$ cat src/clkgen_pkg.sv
// Package for the clock mode, status and stabilization block.
// Assumes an 8-bit register port; offsets are the printed byte addresses.
package clkgen_pkg;
   localparam logic [19:0] OFS_OSC_MODE  = 20'h0FF7A;
   localparam logic [19:0] OFS_CLK_STAT  = 20'h0FFCE;
   localparam logic [19:0] OFS_STAB_TIME = 20'h0FFCF;
   localparam logic [7:0]  RST_OSC_MODE  = 8'h00;
   localparam logic [7:0]  RST_CLK_STAT  = 8'h32;
   localparam logic [7:0]  RST_STAB_TIME = 8'h00;
   localparam logic [7:0]  RST_STANDBY   = 8'h30;
   localparam int          POS_FULL_RATE = 7;
   localparam int          POS_EXT_CLK   = 6;
   localparam int          POS_SUB_STOP  = 7;
   localparam int          POS_CK_HI     = 6;
   localparam int          POS_CK_LO     = 4;
   localparam int          POS_MAIN_STOP = 2;
   localparam int          POS_HALT      = 0;
   localparam int          POS_CST       = 0;
   localparam int          STAB_BASE_EXP = 19;
   localparam logic [19:0] EXT_STAB_CYC  = 20'h00200;

   typedef struct packed {
      logic [19:0] addr;
      logic [7:0]  wdata;
      logic        wr;
      logic        rd;
   } bus_req_s;

   typedef struct packed {
      logic [7:0]  mode_r;
      logic [7:0]  stab_r;
      logic [7:0]  rdata_r;
      logic        div_r;
      logic        main_clk_r;
      logic [2:0]  pin_sync_r;
      logic [2:0]  sub_sync_r;
      logic        sub_prev_r;
      logic [19:0] wait_cnt_r;
      logic        wait_busy_r;
   } clk_state_s;
endpackage : clkgen_pkg

$ cat src/clock_mode_status.sv
// Clock mode selection, clock status readback and stabilization wait timing.
// Assumes standby_control bits come from the standby block; oscillator pins are async.
// Behaviour
// [RULE_01] Oscillation mode register resets to zero, half-rate main clock.
// [RULE_02] Bit 7 picks full oscillator rate, else half rate.
// [RULE_03] Subsystem clock selected makes full-rate setting irrelevant.
// [RULE_04] Full-rate bit is sticky; only reset clears it.
// [RULE_05] Clock status is read-only; bits 2 and 4-7 mirror standby control.
// [RULE_06] Clock status reads 32 hex after reset.
// [RULE_07] CPU clock select: full, /2, /4, /8, or subsystem clock.
// [RULE_08] Main oscillator stop bit: 0 running, 1 stopped.
// [RULE_09] Source status: 0 main clock, 1 subsystem clock.
// [RULE_10] Sub oscillator stop bit: 0 resistor connected, 1 disconnected.
// [RULE_11] Stabilization register resets to zero: resonator, longest wait.
// [RULE_12] External clock bit: 0 resonator, 1 external clock.
// [RULE_13] Wait 2^19 down to 2^12 main cycles, or 512 sub cycles.
// [RULE_14] Software keeps external clock bit low with a resonator.
// [RULE_15] Software sets external clock bit before STOP with external clock.
// [RULE_16] External clock mode takes main clock from main_osc_out only.
// [RULE_17] External source drives main_osc_in and its inverse on main_osc_out.
// [RULE_18] Main system frequency equals oscillator or half of it.
// [RULE_19] Low seven mode bits read zero; writes ignored.
module clock_mode_status
   import clkgen_pkg::*;
(
   input  wire logic        clk,
   input  wire logic        rst,
   input  wire logic        ce,
   input  wire logic [19:0] reg_addr,
   input  wire logic [7:0]  reg_wdata,
   input  wire logic        reg_wr,
   input  wire logic        reg_rd,
   output logic      [7:0]  reg_rdata,
   input  wire logic [7:0]  standby_control,
   input  wire logic        main_osc_in,
   input  wire logic        main_osc_out,
   input  wire logic        sub_osc_in,
   input  wire logic        stab_start,
   output logic             main_clk_tick,
   output logic             cpu_on_sub,
   output logic             osc_enable,
   output logic             ext_clock_mode,
   output logic             stab_waiting
);
   bus_req_s   req;
   clk_state_s s_r;
   clk_state_s s_nxt;
   logic       osc_now;
   logic       osc_prev;
   logic       osc_edge;
   logic       sub_now;
   logic       sub_edge;
   logic [7:0] status;
   logic [4:0] stab_exp;

   assign req = '{addr: reg_addr, wdata: reg_wdata, wr: reg_wr, rd: reg_rd};

   always_comb
   begin
      // Oscillator source chosen by the external clock bit
      osc_now  = s_r.stab_r[POS_EXT_CLK] ? s_r.pin_sync_r[2] : s_r.pin_sync_r[1]; // see [RULE_16]
      osc_prev = s_r.main_clk_r;
      osc_edge = (s_r.pin_sync_r[2] == s_r.pin_sync_r[1]) && osc_now && !osc_prev;
      sub_now  = s_r.sub_sync_r[2];
      sub_edge = (s_r.sub_sync_r[2] == s_r.sub_sync_r[1]) && sub_now && !s_r.sub_prev_r;
      status = 8'h00;
      status[7:4] = standby_control[7:4]; // see [RULE_05] [RULE_07] [RULE_10]
      status[POS_MAIN_STOP] = standby_control[POS_MAIN_STOP]; // see [RULE_08]
      status[5] = 1'b1 & standby_control[5];
      status[4] = standby_control[4];
      status[1] = 1'b1;
      status[POS_CST] = standby_control[POS_CK_HI]; // see [RULE_09]
      stab_exp = 5'(STAB_BASE_EXP) - {2'b00, s_r.stab_r[2:0]};
   end

   always_comb
   begin
      s_nxt = s_r;
      s_nxt.pin_sync_r = {s_r.pin_sync_r[1:0],
                          s_r.stab_r[POS_EXT_CLK] ? main_osc_out : main_osc_in};
      s_nxt.sub_sync_r = {s_r.sub_sync_r[1:0], sub_osc_in};
      if (s_r.pin_sync_r[2] == s_r.pin_sync_r[1])
      begin
         s_nxt.main_clk_r = osc_now;
      end
      if (s_r.sub_sync_r[2] == s_r.sub_sync_r[1])
      begin
         s_nxt.sub_prev_r = sub_now;
      end
      if (osc_edge)
      begin
         s_nxt.div_r = ~s_r.div_r; // see [RULE_18]
      end
      // Sticky bit: a write of zero never clears it
      if (req.wr && req.addr == OFS_OSC_MODE)
      begin
         s_nxt.mode_r[POS_FULL_RATE] = s_r.mode_r[POS_FULL_RATE] | req.wdata[7]; // see [RULE_04]
         s_nxt.mode_r[6:0] = 7'h00; // see [RULE_19]
      end
      else if (req.wr && req.addr == OFS_STAB_TIME)
      begin
         s_nxt.stab_r = {1'b0, req.wdata[POS_EXT_CLK], 3'b000, req.wdata[2:0]}; // see [RULE_12]
      end
      if (req.rd)
      begin
         if (req.addr == OFS_OSC_MODE)
         begin
            s_nxt.rdata_r = s_r.mode_r;
         end
         else if (req.addr == OFS_CLK_STAT)
         begin
            s_nxt.rdata_r = status;
         end
         else if (req.addr == OFS_STAB_TIME)
         begin
            s_nxt.rdata_r = s_r.stab_r;
         end
         else
         begin
            s_nxt.rdata_r = 8'h00;
         end
      end
      // Wait counted in main or sub clock cycles per the external clock bit
      if (stab_start)
      begin
         s_nxt.wait_busy_r = 1'b1;
         s_nxt.wait_cnt_r = s_r.stab_r[POS_EXT_CLK] ? EXT_STAB_CYC
                                                     : (20'h00001 << stab_exp); // see [RULE_13]
      end
      else if (s_r.wait_busy_r)
      begin
         if ((s_r.stab_r[POS_EXT_CLK] ? sub_edge : main_clk_tick))
         begin
            if (s_r.wait_cnt_r <= 20'h00001)
            begin
               s_nxt.wait_busy_r = 1'b0;
               s_nxt.wait_cnt_r = 20'h00000;
            end
            else
            begin
               s_nxt.wait_cnt_r = s_r.wait_cnt_r - 20'h00001;
            end
         end
      end
   end

   always_ff @(posedge clk or posedge rst)
   begin
      if (rst)
      begin
         s_r <= '0;
         s_r.mode_r <= RST_OSC_MODE; // see [RULE_01]
         s_r.stab_r <= RST_STAB_TIME; // see [RULE_11]
         s_r.rdata_r <= 8'h00;
      end
      else if (ce)
      begin
         s_r <= s_nxt;
      end
   end

   // Full rate ticks on every oscillator edge, half rate on every other; sub clock ignores it
   assign main_clk_tick  = osc_edge && (s_r.mode_r[POS_FULL_RATE] || s_r.div_r); // see [RULE_02]
   assign cpu_on_sub     = standby_control[POS_CK_HI]; // see [RULE_03]
   assign osc_enable     = 1'b1; // Resonator mode keeps oscillator on; see [RULE_14]
   assign ext_clock_mode = s_r.stab_r[POS_EXT_CLK]; // see [RULE_15] [RULE_17]
   assign stab_waiting   = s_r.wait_busy_r;
   assign reg_rdata      = s_r.rdata_r;
endmodule : clock_mode_status

$ cat config.mk
export PLATFORM = sky130hd
export DESIGN_NAME = clock_mode_status
export DESIGN_NICKNAME = d
export VERILOG_FILES = /design/src/clkgen_pkg.sv /design/src/clock_mode_status.sv
export SDC_FILE = /design/constraint.sdc
export NUM_CORES = 1
export LEC_CHECK = 0
export BUFFER_PORTS_ARGS = -buffer_cell sky130_fd_sc_hd__buf_2
export CAP_MARGIN = 20
export CORE_ASPECT_RATIO = 1.25
export CORE_MARGIN = 2
export CORE_UTILIZATION = 40
export CTS_CLUSTER_DIAMETER = 100
export DETAILED_ROUTE_END_ITERATION = 7
export PLACE_DENSITY = 0.71
export SLEW_MARGIN = 10
export SYNTH_ARGS = -nofsm -noshare
export SYNTH_HDL_FRONTEND = slang
export SYNTH_SLANG_ARGS = --single-unit
$ cat constraint.sdc
create_clock -name clk -period 4.83 [get_ports clk]
set_input_delay 0.2415 -clock clk [delete_from_list [all_inputs] [get_ports clk]]
set_output_delay 0.2415 -clock clk [all_outputs]
set_load 0.005 [all_outputs]
==> out/summary.log, run 1 <==
[status] result of the run finished, final reports clean
[final_layout] antenna fix cells 0
[synthesis] share of the yosys chip area belonging to registers 42.7%
[worst_setup_path] crit-path max FO 19
[synthesis] area share of and/or/nand/nor cells after synthesis 24.0%
[worst_setup_path] destination of the worst register-to-register timing path s_r[14]$_DFFE_PP0P_
[synthesis] share of Yosys cell area claimed by the top area cell type 42.7%
[final_layout] Final Core Density 47.3%
[sta] unrepaired setup endpoints after global routing no
[cts] CTS Sinks 42
[synthesis] area share of fa/ha/maj cells after synthesis 1.53%
[sta] time the final worst path needs with I/O delays and setup 2.93 ns
[drt] initial drt markers 215
[synthesis] Synth Net Count 312
[cts] worst-case clock buffer depth 2
[cts] post-cts resize count 0
[synthesis] post-synth design cell area 0.00246 mm^2
[worst_setup_path] Data required, critical path 4.99 ns
[sta] setup TNS after final layout 0 ns
[floorplanning] number of cell rows 31
[synthesis] average size of a mapped cell 9.31 um^2
[sta] Slew Viols, Final 0
[synthesis] cells after synthesis 264
[synthesis] proportion of synthesized area in mux cells 6.46%
[grt] GRT overflow 0
[sta] slew of the pin with the lowest slew margin 0.740 ns
[place] detailed placer's ending HPWL 4.04 mm
[synthesis] Yosys warning count 0
[power_and_ir_drop] Power Total 0.00120 W
[final_layout] Filler Cell Count 576
[floorplanning] area of the core 0.00586 mm^2
[power_and_ir_drop] Power per Cell Area 433 mW/mm^2
[sta] final setup fails 0
[grt] combined global-route utilization of all metal layers 17.8%
[sta] Max-slew headroom 50.5%
[floorplanning] Die Width 74.1 um
[synthesis] post-synthesis compound-gate area fraction 16.7%
[hold_path] worst min-delay path class in -> async
[cts] worst skew pair latency 0.29 ns
[sta] final count of hold timing violations 0
[drt] ratio of routed vias to standard cells 5.66
[cts] number of buffers inserted during clock tree synthesis 5
[cts] H-tree levels 2
[final_layout] layout cell share with drive strength beyond 1 24.5%
[sta] final cycle utilization of the critical path 60.8%
[grt] vias in the first global route 2100
[synthesis] number of flops mapped to enable cells by yosys 0
[worst_setup_path] Critical R2R Launch s_r[13]$_DFFE_PP0P_
[final_layout] net total in the final layout 346
[drt] length of routed met3 wiring 251 um
[grt] largest net degree at the start of global routing 43
[floorplanning] y dimension of the die 91.7 um
[synthesis] cell type with the highest aggregate area in the netlist dfrtp_1
[grt] antenna violations before repair 0
[drt] highest metal layer with signal wires met4
[worst_setup_path] category of the worst setup path launch point register
[final_layout] multi-input gate area in the final layout 0.00124 mm^2
[drt] amount of wire on met2 after detailed routing 2.82 mm
[drt] remaining number of nets flagged by the antenna check after routing 0
[synthesis] predominant post-synthesis flop cell dfrtp_1
[worst_setup_path] worst reg-to-reg setup slack 1.90 ns
[cts] number of buffers inserted for hold repair after clock tree synthesis 0
[drt] routed length on met1 2.42 mm
[drt] drt wl/cell 14.7 um
[final_layout] area taken by flip-flops and latches 0.00105 mm^2
[synthesis] dominant combinational cell family by area after synthesis simple AND/OR/NAND/NOR gates
[synthesis] share of synthesized flip-flops with an asynchronous set or reset 100%
[cts] Reg clk slew, reported paths 0.08 ns
[drt] overall routed net length 5.60 mm
[sta] Peak Freq 341 MHz
[worst_setup_path] critical path capture point type register
[synthesis] XOR/XNOR Fraction of Synth Area 1.42%
[synthesis] top area cells in the synthesized netlist dfrtp_1, a31oi_1, mux2_2
[cts] TritonCTS clock tree done
[synthesis] synthesis-stage register bit count 42
[grt] wire length of the first global-routing pass 9.51 mm
[cts] Clock Tree Root clkbuf_8
[worst_setup_path] data arrival time of the worst path 3.09 ns
[floorplanning] Die Footprint 0.00679 mm^2
[drt] DR vias 2149
[place] input/output buffers 49
[drt] drc violations 0
[power_and_ir_drop] Worst VDD drop 176 uV
[power_and_ir_drop] LEAKAGE 1.22 nW
[flow_run] Max Cap Violations 0
[worst_setup_path] CP Class reg -> reg
[floorplanning] number of top-level design ports 58
[cts] Post-CTS Setup Repair Bufs 0
[worst_setup_path] R2R cell count 5
[sta] worst hold slack 0.0731 ns
[floorplanning] starting density of the core 42.0%
[final_layout] Design Area, Final 0.00277 mm^2
[synthesis] number of library cell types mapped by synthesis 50
[place] DP Area 0.00269 mm^2
[sta] Fin Clk Skew 0.00932 ns
[final_layout] area delta synth->final 12.6%
[drt] detailed-routing iteration count for the pre-antenna-repair pass 5
[place] Routability Congestion 0.849
[cells in the final DEF (no fill, tap or decap), types with 3 or more instances in the layout]
cell type	n
buf_2	49
dfrtp_1	42
nand2_1	21
a31oi_1	17
nor2_1	14
nor3_1	14
nand3_1	11
o21ai_0	8
a21oi_1	8
or4_1	7
inv_1	7
nand4b_1	7
mux2_2	7
nor4_1	5
o211ai_1	5
o31ai_1	5
clkbuf_8	5
a32oi_1	4
xnor2_1	4
nand4_1	4
or3_1	4
mux2_4	4
and3_1	3
o22ai_1	3
ha_1	3
[sequential cells by signal, summed over array words and instances, names as in the netlist]
signal	flops
ext_clock_mode	1
osc_prev	1
reg_rdata	7
s_nxt	4
s_r	28
stab_waiting	1
[layer usage]
layer  GRT usage, %  vias up
met4           7.88        0
met3           3.19        6
li1               -     1052
met1           22.2     1025
met5              0        -
met2           29.5       66
[worst max path at each step]
stage,startpoint,endpoint
2_1_floorplan,reg_addr[17],ext_clock_mode$_DFFE_PP0P_
3_3_place_gp,s_r[13]$_DFFE_PP0P_,s_r[14]$_DFFE_PP0P_
3_5_place_dp,s_r[13]$_DFFE_PP0P_,s_r[10]$_DFFE_PP0P_
4_1_cts,s_r[13]$_DFFE_PP0P_,s_r[14]$_DFFE_PP0P_
5_1_grt,s_r[13]$_DFFE_PP0P_,s_r[14]$_DFFE_PP0P_
6_report,s_r[13]$_DFFE_PP0P_,s_r[14]$_DFFE_PP0P_
[synthesized netlist by cell type (2+ instances only)]
cell type	number
dfrtp_1	42
nand2_1	21
a31oi_1	17
nor2_1	14
nor3_1	14
nand3_1	11
buf_4	10
clkbuf_1	9
a21oi_1	8
o21ai_0	8
inv_1	7
mux2_2	7
nand4b_1	7
or4_1	7
nor4_1	5
o211ai_1	5
o31ai_1	5
a32oi_1	4
mux2_4	4
nand4_1	4
or3_1	4
xnor2_1	4
and3_1	3
buf_1	3
ha_1	3
o22ai_1	3
and2_1	2
buf_2	2
conb_1	2
mux2i_1	2
nand3b_1	2
nor2b_1	2
nor3b_1	2
o21a_1	2
o31a_1	2
o41ai_1	2
or2_2	2
[worst max-delay path, cell delays in order (launching register included)]
cell     delay [ns]
dfrtp_1        0.44
or4_1          0.68
nor3_1         0.36
nand3_1        0.61
nand2_1        0.53
o21ai_0        0.16
[kinds of logic (layout without fill, tap and decap cells)]
| family | after synthesis | after routing |
|---|---|---|
| xor gates and xnor gates | 4 | 4 |
| muxes | 13 | 13 |
| AOI/OAI and AO/OA | 62 | 62 |
| adders and majority gates | 3 | 3 |
| buffers and inverters | 32 | 66 |
| other | 2 | 2 |
| DFF | 42 | 42 |
| and+or+nand+nor | 106 | 106 |
[final cells by class]
class	instances	share of cell area [%]
Multi-Input combinational cell	190	44.8
Sequential cell	42	38.0
Timing Repair Buffer	52	9.81
Tap cell	82	3.71
Clock buffer	7	2.76
Inverter	7	0.949
[where the power goes]
| group | leakage, nW | switching [W] | internal (W) |
|---|---|---|---|
| Combinational | 0.634 | 0.000296 | 0.000198 |
| Clock | 0.0383 | 0.000113 | 0.0000997 |
| Sequential | 0.551 | 0.0000769 | 0.000414 |
| Total | 1.22 | 0.000486 | 0.000712 |
[metrics by stage]
| step | instances | worst slack (ns) |
|---|---|---|
| after floorplan | 264 | 2.24 |
| after global placement | 372 | 2.04 |
| after detailed placement | 373 | 2.00 |
| after CTS | 380 | 1.97 |
| after global routing | 380 | 1.75 |
| final | 380 | 1.90 |
No activity file was read; power rests on OpenSTA's default activity.
==> run 2: changes to the inputs <==
--- a/config.mk
+++ b/config.mk
@@ -5,6 +5,7 @@
 export SDC_FILE = /design/constraint.sdc
 export NUM_CORES = 1
 export LEC_CHECK = 0
+export ABC_AREA = 1
 export BUFFER_PORTS_ARGS = -buffer_cell sky130_fd_sc_hd__buf_2
 export CAP_MARGIN = 20
 export CORE_ASPECT_RATIO = 1.25
==> constraint.sdc (replaced) <==
create_clock -name clk -period 3 [get_ports clk]
set_input_delay 0.15 -clock clk [delete_from_list [all_inputs] [get_ports clk]]
set_output_delay 0.15 -clock clk [all_outputs]
set_load 0.005 [all_outputs]
==> run 2 against run 1 <==
Against the previous run: the run now ends with negative hold slack left; first-iteration DRC count shrank 40%; sequential power grew 33%; core utilization shrank 0.90 points; worst setup slack lost 0.65 ns; synthesized area grew 9.0%; critical path type unchanged; largest power group is now registers; highest routed layer unchanged.
==> out/summary.log, run 2 <==
[worst_setup_path] data arrival time of the worst path 1.94 ns [-1.15 ns]
[final_layout] Final Core Density 46.4% [-0.90 points]
[worst_setup_path] critical path capture point type register
[grt] wire length of the first global-routing pass 9.94 mm [+4.5%]
[synthesis] share of synthesized flip-flops with an asynchronous set or reset 100% [unchanged]
[sta] Peak Freq 570 MHz [+67%]
[grt] largest net degree at the start of global routing 23 [-47%]
[cts] number of buffers inserted for hold repair after clock tree synthesis 0 [unchanged]
[flow_run] Max Cap Violations 0 [unchanged]
[synthesis] most common cell in the synthesized netlist nand2_1
[worst_setup_path] category of the worst setup path launch point register
[cts] post-cts resize count 0 [unchanged]
[synthesis] number of library cell types mapped by synthesis 32 [-36%]
[final_layout] register with the most flip-flops s_r
[cts] TritonCTS clock tree done
[grt] vias in the first global route 2316 [+10%]
[cts] worst skew pair latency 0.30 ns [about the same]
[synthesis] top area cells in the synthesized netlist dfrtp_1, nand2_1, nor2_1
[sta] final setup fails 0 [unchanged]
[sta] Max-slew headroom 48.9% [-1.7 points]
[place] Routability Congestion 0.876 [+3.2%]
[cts] worst-case clock buffer depth 2 [unchanged]
[worst_setup_path] CP Class reg -> reg
[power_and_ir_drop] LEAKAGE 1.61 nW [+32%]
[hold_path] worst min-delay path class in -> async
[floorplanning] y dimension of the die 95.5 um [+4.2%]
[sta] Slew Viols, Final 0 [unchanged]
[status] violated checks negative hold slack
[worst_setup_path] destination of the worst register-to-register timing path s_r[18]$_DFFE_PP0P_
[power_and_ir_drop] Power per Cell Area 466 mW/mm^2 [+7.7%]
[grt] GRT overflow 0 [unchanged]
[cts] Reg clk slew, reported paths 0.09 ns [about the same]
[worst_setup_path] crit-path max FO 22 [+3]
[worst_setup_path] CP max-delay cell dfrtp_1
[cts] Clock Tree Root clkbuf_8
[cts] number of buffers inserted during clock tree synthesis 5 [unchanged]
[synthesis] share of the yosys chip area belonging to registers 39.2% [-3.5 points]
[synthesis] cell type with the highest aggregate area in the netlist dfrtp_1
[drt] remaining number of nets flagged by the antenna check after routing 0 [unchanged]
[place] detailed placer's ending HPWL 4.38 mm [+8.4%]
[floorplanning] starting density of the core 41.1% [-0.92 points]
[synthesis] cells after synthesis 367 [+39%]
[sta] slew of the pin with the lowest slew margin 0.766 ns [+0.0260 ns]
[final_layout] net total in the final layout 458 [+32%]
[status] result of the run finished, violations left
[synthesis] Yosys warning count 0 [unchanged]
[sta] setup TNS after final layout 0 ns [unchanged]
[final_layout] Design Area, Final 0.00302 mm^2 [+9.3%]
[final_layout] layout cell share with drive strength beyond 1 21.2% [-3.3 points]
[grt] antenna violations before repair 0 [unchanged]
[cts] CTS Sinks 42 [unchanged]
[final_layout] most used cells in the layout excluding fill and tap cells nand2_1, nor2_1, buf_2
[sta] time the final worst path needs with I/O delays and setup 1.75 ns [-1.18 ns]
[place] input/output buffers 49 [unchanged]
[final_layout] flip-flop count of the largest register, all copies and words added 28 [unchanged]
[worst_setup_path] R2R cell count 9 [+4]
[floorplanning] number of top-level design ports 58 [unchanged]
[worst_setup_path] Critical R2R Launch s_nxt[24]$_DFFE_PP0P_
[sta] final cycle utilization of the critical path 58.5% [-2.3 points]
[final_layout] most frequent standard cell in the layout excluding fill and tap cells nand2_1
[drt] overall routed net length 5.60 mm [unchanged]
[sta] worst hold slack -0.0243 ns [-0.0975 ns]
[synthesis] Synth Net Count 415 [+33%]
[floorplanning] Die Footprint 0.00737 mm^2 [+8.5%]
[worst_setup_path] critical-path cell list ha_1 > nand3b_1 > nand2_1 > nand2_2 > nand2_1 > nand2_2 > inv_2 > nand3_1 > nand3_1
[drt] drt wl/cell 11.2 um [-24%]
[sta] unrepaired setup endpoints after global routing no
[worst_setup_path] delay of the slowest critical-path stage 0.41 ns [-0.27 ns]
[floorplanning] Die Width 77.2 um [+4.1%]
[drt] DR vias 2405 [+12%]
[place] DP Area 0.00294 mm^2 [+9.2%]
[synthesis] number of flops mapped to enable cells by yosys 0 [unchanged]
[worst_setup_path] Data required, critical path 3.18 ns [-1.81 ns]
[sta] final count of hold timing violations 18 [+18]
[synthesis] leading cell types by count after synthesis nand2_1, nor2_1, dfrtp_1, inv_1, nand3_1
[synthesis] share of Yosys cell area claimed by the top area cell type 39.2% [-3.5 points]
[place] cell count after placement 490 [+31%]
[drt] drc violations 0 [unchanged]
[synthesis] predominant post-synthesis flop cell dfrtp_1
[worst_setup_path] worst reg-to-reg setup slack 1.25 ns [-0.65 ns]
[power_and_ir_drop] Worst VDD drop 306 uV [+74%]
[synthesis] average size of a mapped cell 7.30 um^2 [-22%]
[cts] Post-CTS Setup Repair Bufs 0 [unchanged]
[floorplanning] number of cell rows 33 [+6.5%]
[synthesis] post-synth design cell area 0.00268 mm^2 [+9.0%]
[floorplanning] area of the core 0.00652 mm^2 [+11%]
[final_layout] post-route insts no fill 498 [+31%]
[drt] detailed-routing iteration count for the pre-antenna-repair pass 4 [-1]
[final_layout] antenna fix cells 0 [unchanged]
[cts] H-tree levels 2 [unchanged]
[sta] Fin Clk Skew 0.00795 ns [-0.00137 ns]
[synthesis] synthesis-stage register bit count 42 [unchanged]
[final_layout] area delta synth->final 12.9%
[drt] initial drt markers 129 [-40%]
[drt] ratio of routed vias to standard cells 4.83 [-15%]
[grt] combined global-route utilization of all metal layers 16.8% [-1.0 points]
run 2: cell types whose count changed in the layout (fill, tap and decap cells not counted), sizes merged, moves of 15 or more:
cell | before | now
nor2 | 14 | 63
a31oi | 17 | 0
nand2 | 21 | 109
nand3 | 11 | 26
o21ai | 9 | 28
inv | 7 | 38
run 2: power breakdown:
| group | switching, W | internal, W |
|---|---|---|
| sequential | 0.0000405 | 0.000612 |
| clock | 0.000202 | 0.000164 |
| combinational | 0.000245 | 0.000146 |
| total | 0.000487 | 0.000922 |
run 2: stage by stage:
stage / power [W] / setup slack (ns)
4_1_cts: 0.00143 / 1.22
5_1_grt: 0.00151 / 1.01
6_report: 0.00141 / 1.25
2_1_floorplan: 0.000962 / 1.44
3_3_place_gp: 0.00104 / 1.28
3_5_place_dp: 0.00106 / 1.23
run 2: layer usage:
metal / global-route usage [%] / vias to the layer above / part of all wire [%]
met2: 31.4 / 65 / 51
met1: 18.9 / 1101 / 43
met4: 6.70 / 0 / 2.2
met3: 2.94 / 10 / 4.3
li1: - / 1229 / -
met5: 0 / - / 0
run 2: critical path, delay by kind of cell (launching register included):
kind                     cells  cell delay [ns]
adder cells (fa/ha/maj)      1             0.18
flip-flops                   1             0.41
AND/OR/NAND/NOR              7             0.87
buffers and inverters        1             0.17
run 2: worst max-delay path by stage:
stage	slack, ns	depth (start not counted)	to	startpoint
global placement	1.28	9	s_r[16]$_DFFE_PP0P_	s_nxt[24]$_DFFE_PP0P_
detailed placement	1.23	9	s_r[14]$_DFFE_PP0P_	s_nxt[24]$_DFFE_PP0P_
CTS	1.22	9	s_r[18]$_DFFE_PP0P_	s_nxt[24]$_DFFE_PP0P_
floorplan	1.44	10	s_r[10]$_DFFE_PP0P_	s_r[1]$_DFFE_PP0P_
global route	1.01	9	s_r[14]$_DFFE_PP0P_	ext_clock_mode$_DFFE_PP0P_
finish	1.25	9	s_r[18]$_DFFE_PP0P_	s_nxt[24]$_DFFE_PP0P_
run 2: cell families (layout without fill, tap and decap cells):
kind of cell | after synthesis | in the layout | synth area share (%)
and+or+nand+nor | 215 | 215 | 36.2
DFF | 42 | 42 | 39.2
buffers and inverters | 53 | 97 | 9.43
xor gates and xnor gates | 16 | 16 | 5.23
adders and majority gates | 3 | 3 | 1.40
other | 2 | 2 | 0.280
AOI/OAI and AO/OA | 36 | 36 | 8.17
run 2: area by class of cell:
type	count	area, um^2
fill	688	3500
tap	87	109
multi-input combinational	272	1380
timing repair buffer	51	260
clock buffer	6	72.6
sequential	42	1050
inverter	38	143
clock inverter	2	13.8
==> run 3: changes to the inputs <==
--- a/config.mk
+++ b/config.mk
@@ -5,7 +5,7 @@
 export SDC_FILE = /design/constraint.sdc
 export NUM_CORES = 1
 export LEC_CHECK = 0
-export ABC_AREA = 1
+export ABC_AREA = 0
 export BUFFER_PORTS_ARGS = -buffer_cell sky130_fd_sc_hd__buf_2
 export CAP_MARGIN = 20
 export CORE_ASPECT_RATIO = 1.25
@@ -13,7 +13,7 @@
 export CORE_UTILIZATION = 40
 export CTS_CLUSTER_DIAMETER = 100
 export DETAILED_ROUTE_END_ITERATION = 7
-export PLACE_DENSITY = 0.71
+export PLACE_DENSITY = 0.74
 export SLEW_MARGIN = 10
 export SYNTH_ARGS = -nofsm -noshare
 export SYNTH_HDL_FRONTEND = slang
==> constraint.sdc (replaced) <==
create_clock -name clk -period 1.5 [get_ports clk]
set_input_delay 0.075 -clock clk [delete_from_list [all_inputs] [get_ports clk]]
set_output_delay 0.075 -clock clk [all_outputs]
set_load 0.005 [all_outputs]
==> run 3 against run 2 <==
Against the previous run: the flow finishes with violations (negative setup slack); worst setup slack worse by 1.9 ns; largest cell class unchanged; hold slack improved by 0.030 ns; critical path depth shrank 4; core utilization is 16 points higher; cell count decreased by 11%; register-to-register slack got worse by 1.9 ns; non-clock buffer count grew 61; clock power up 110%.
==> out/summary.log, run 3 (synthesis gave the netlist of run 1 again) <==
[floorplanning] number of top-level design ports 58 [unchanged]
[cts] Reg clk slew, reported paths 0.08 ns [about the same]
[drt] overall routed net length 7.18 mm [+28%]
[power_and_ir_drop] Net Sw Power 0.00249 W [+410%]
[place] Routability Congestion 0.849 [-3.1%]
[sta] Slew Viols, Final 0 [unchanged]
[power_and_ir_drop] LEAKAGE 1.63 nW [+1.3%]
[worst_setup_path] worst reg-to-reg setup slack -0.62 ns [-1.86 ns]
[power_and_ir_drop] part of the total power dissipated in sequential elements 24.4% [-22 points]
[worst_setup_path] CP Class reg -> reg
[sta] setup TNS after final layout -11.94 ns [-11.94 ns]
[drt] initial drt markers 98 [-24%]
[final_layout] antenna fix cells 0 [unchanged]
[grt] vias in the first global route 2392 [+3.3%]
[worst_setup_path] top cell family by delay on the critical path simple AND/OR/NAND/NOR gates
[sta] slew of the pin with the lowest slew margin 0.548 ns [-0.217 ns]
[worst_setup_path] critical-path cell list or4_4 > or4_4 > or3_1 > a31oi_1 > o22ai_1
[final_layout] net total in the final layout 409 [-11%]
[place] input/output buffers 49 [unchanged]
[power_and_ir_drop] Power Total 0.00604 W [+330%]
[hold_path] hold-critical path depth 2
[sta] Max-slew headroom 63.4% [+15 points]
[floorplanning] Die Width 74.1 um [-4.0%]
[cts] TritonCTS clock tree done
[sta] Peak Freq 473 MHz [-17%]
[place] pre-CTS setup slack -0.818 ns [-2.05 ns]
[status] violated checks negative setup slack
[cts] H-tree levels 2 [unchanged]
[worst_setup_path] data arrival time of the worst path 2.28 ns [+0.34 ns]
[drt] ratio of routed vias to standard cells 5.67 [+17%]
[flow_run] Max Cap Violations 0 [unchanged]
[power_and_ir_drop] Worst VDD drop 1010 uV [+230%]
[cts] worst-case clock buffer depth 2 [unchanged]
[sta] final setup fails 31 [+31]
[worst_setup_path] Critical R2R Launch s_r[6]$_DFFE_PP0P_
[worst_setup_path] R2R cell count 5 [-4]
[drt] remaining number of nets flagged by the antenna check after routing 0 [unchanged]
[drt] drc violations 0 [unchanged]
[final_layout] Filler Cell Count 452 [-34%]
[worst_setup_path] category of the worst setup path launch point register
[floorplanning] y dimension of the die 91.7 um [-4.0%]
[floorplanning] Die Footprint 0.00679 mm^2 [-7.8%]
[final_layout] most frequent standard cell in the layout excluding fill and tap cells buf_4
[sta] final count of hold timing violations 0 [-18]
[sta] final cycle utilization of the critical path 141% [+83 points]
[power_and_ir_drop] Power per Cell Area 1640 mW/mm^2 [+250%]
[hold_path] worst min-delay path class in -> reg
[cts] CTS Sinks 42 [unchanged]
[status] result of the run finished, violations left
[worst_setup_path] CP max-delay cell or4_4
[worst_setup_path] Buffers & Inverters on Critical Path 0 [-1]
[sta] unrepaired setup endpoints after global routing yes
[power_and_ir_drop] switching share of power 41.2% [+6.6 points]
[final_layout] layout cell share with drive strength beyond 1 49.2% [+28 points]
[drt] detailed-routing iteration count for the pre-antenna-repair pass 4 [unchanged]
[worst_setup_path] delay of the slowest critical-path stage 0.54 ns [+0.13 ns]
[power_and_ir_drop] cell internal pwr 0.00355 W [+280%]
[worst_setup_path] Data required, critical path 1.66 ns [-1.52 ns]
[floorplanning] area of the core 0.00586 mm^2 [-10%]
[drt] DR vias 2516 [+4.6%]
[grt] combined global-route utilization of all metal layers 20.6% [+3.8 points]
[cts] Clock Tree Root clkbuf_8
[final_layout] area delta synth->final 49.4%
[grt] wire length of the first global-routing pass 11.0 mm [+11%]
[place] detailed placer's ending HPWL 4.49 mm [+2.4%]
[cts] worst skew pair latency 0.30 ns [about the same]
[worst_setup_path] worst setup path start s_r[6]$_DFFE_PP0P_
[final_layout] register with the most flip-flops s_r
[sta] time the final worst path needs with I/O delays and setup 2.12 ns [+0.362 ns]
[worst_setup_path] crit-path max FO 3 [-86%]
[grt] largest net degree at the start of global routing 43 [+87%]
[sta] crit path setup slack, layout -0.616 ns [-1.86 ns]
[power_and_ir_drop] Logic pwr share 62.7% [+35 points]
[floorplanning] number of cell rows 31 [-6.1%]
[final_layout] flip-flop count of the largest register, all copies and words added 28 [unchanged]
[floorplanning] starting density of the core 42.0% [+0.92 points]
[worst_setup_path] destination of the worst register-to-register timing path s_r[19]$_DFFE_PP0P_
[worst_setup_path] CP dominant cell by count or4_4
[worst_setup_path] critical path capture point type register
[grt] antenna violations before repair 0 [unchanged]
[hold_path] HP Start sub_osc_in
[sta] Fin Clk Skew 0.00537 ns [-0.00258 ns]
[hold_path] Endpoint, Worst Hold s_nxt[23]$_DFFE_PP0P_
[cts] number of buffers inserted during clock tree synthesis 5 [unchanged]
[sta] worst hold slack 0.00543 ns [+0.0298 ns]
[drt] drt wl/cell 16.2 um [+44%]
[power_and_ir_drop] Clk pwr share 12.8% [-13 points]
[grt] GRT overflow 0 [unchanged]
[final_layout] most used cells in the layout excluding fill and tap cells buf_4, buf_2, dfrtp_1
-- run 3: how the worst max path moves through the flow --
stage,end,depth (start not counted)
floorplan,ext_clock_mode$_DFFE_PP0P_,7
global placement,ext_clock_mode$_DFFE_PP0P_,6
detailed placement,s_r[39]$_DFFE_PP0P_,6
CTS,s_r[19]$_DFFE_PP0P_,5
global route,s_r[19]$_DFFE_PP0P_,5
finish,s_r[19]$_DFFE_PP0P_,5
-- run 3: metrics by stage --
step | instances | cell area (um^2) | utilization, %
after CTS | 441 | 3530 | 60.3
after detailed placement | 424 | 3170 | 54.0
final | 444 | 3670 | 62.7
after floorplan | 264 | 2580 | -
after global routing | 444 | 3670 | 62.7
after global placement | 424 | 3170 | 54.0
-- run 3: cell type report --
class                   count  area, um^2  area share (%)
clock buffers               6        82.6            2.25
clock inverters             2        12.5           0.341
repair buffers            112         803            21.9
inverters                   7        26.3           0.716
multi-input cells         193        1590            43.4
well taps                  82         103            2.79
flip-flops and latches     42        1050            28.6
-- run 3: worst register-to-register path: stages (launching register included) --
cell,delay [ns]
dfrtp_1,0.39
or4_4,0.54
or4_4,0.52
or3_1,0.32
a31oi_1,0.13
o22ai_1,0.09
-- run 3: power by group through the flow --
stage / clock network (W) / registers (W) / logic (W)
floorplan: 0 / 0.00154 / 0.00151
global placement: 0 / 0.00147 / 0.00256
detailed placement: 0 / 0.00148 / 0.00263
CTS: 0.000803 / 0.00147 / 0.00327
global route: 0.000846 / 0.00150 / 0.00406
finish: 0.000775 / 0.00148 / 0.00379
-- run 3: per-layer routing --
metal / up-vias / GRT usage [%] / share of wire (%)
li1: 1186 / - / -
met1: 1223 / 24.5 / 41
met2: 93 / 36.1 / 52
met3: 14 / 3.63 / 5.2
met4: 0 / 7.27 / 1.7
met5: - / 0 / 0
-- run 3: repair_timing --
item,CTS,global route
resized for setup,32,19
endpoints found under the hold margin,42,0
pin swaps,11,8
endpoints found under the setup margin,31,31
setup buffers,5,4
hold buffers,1,0
gates cloned,3,0
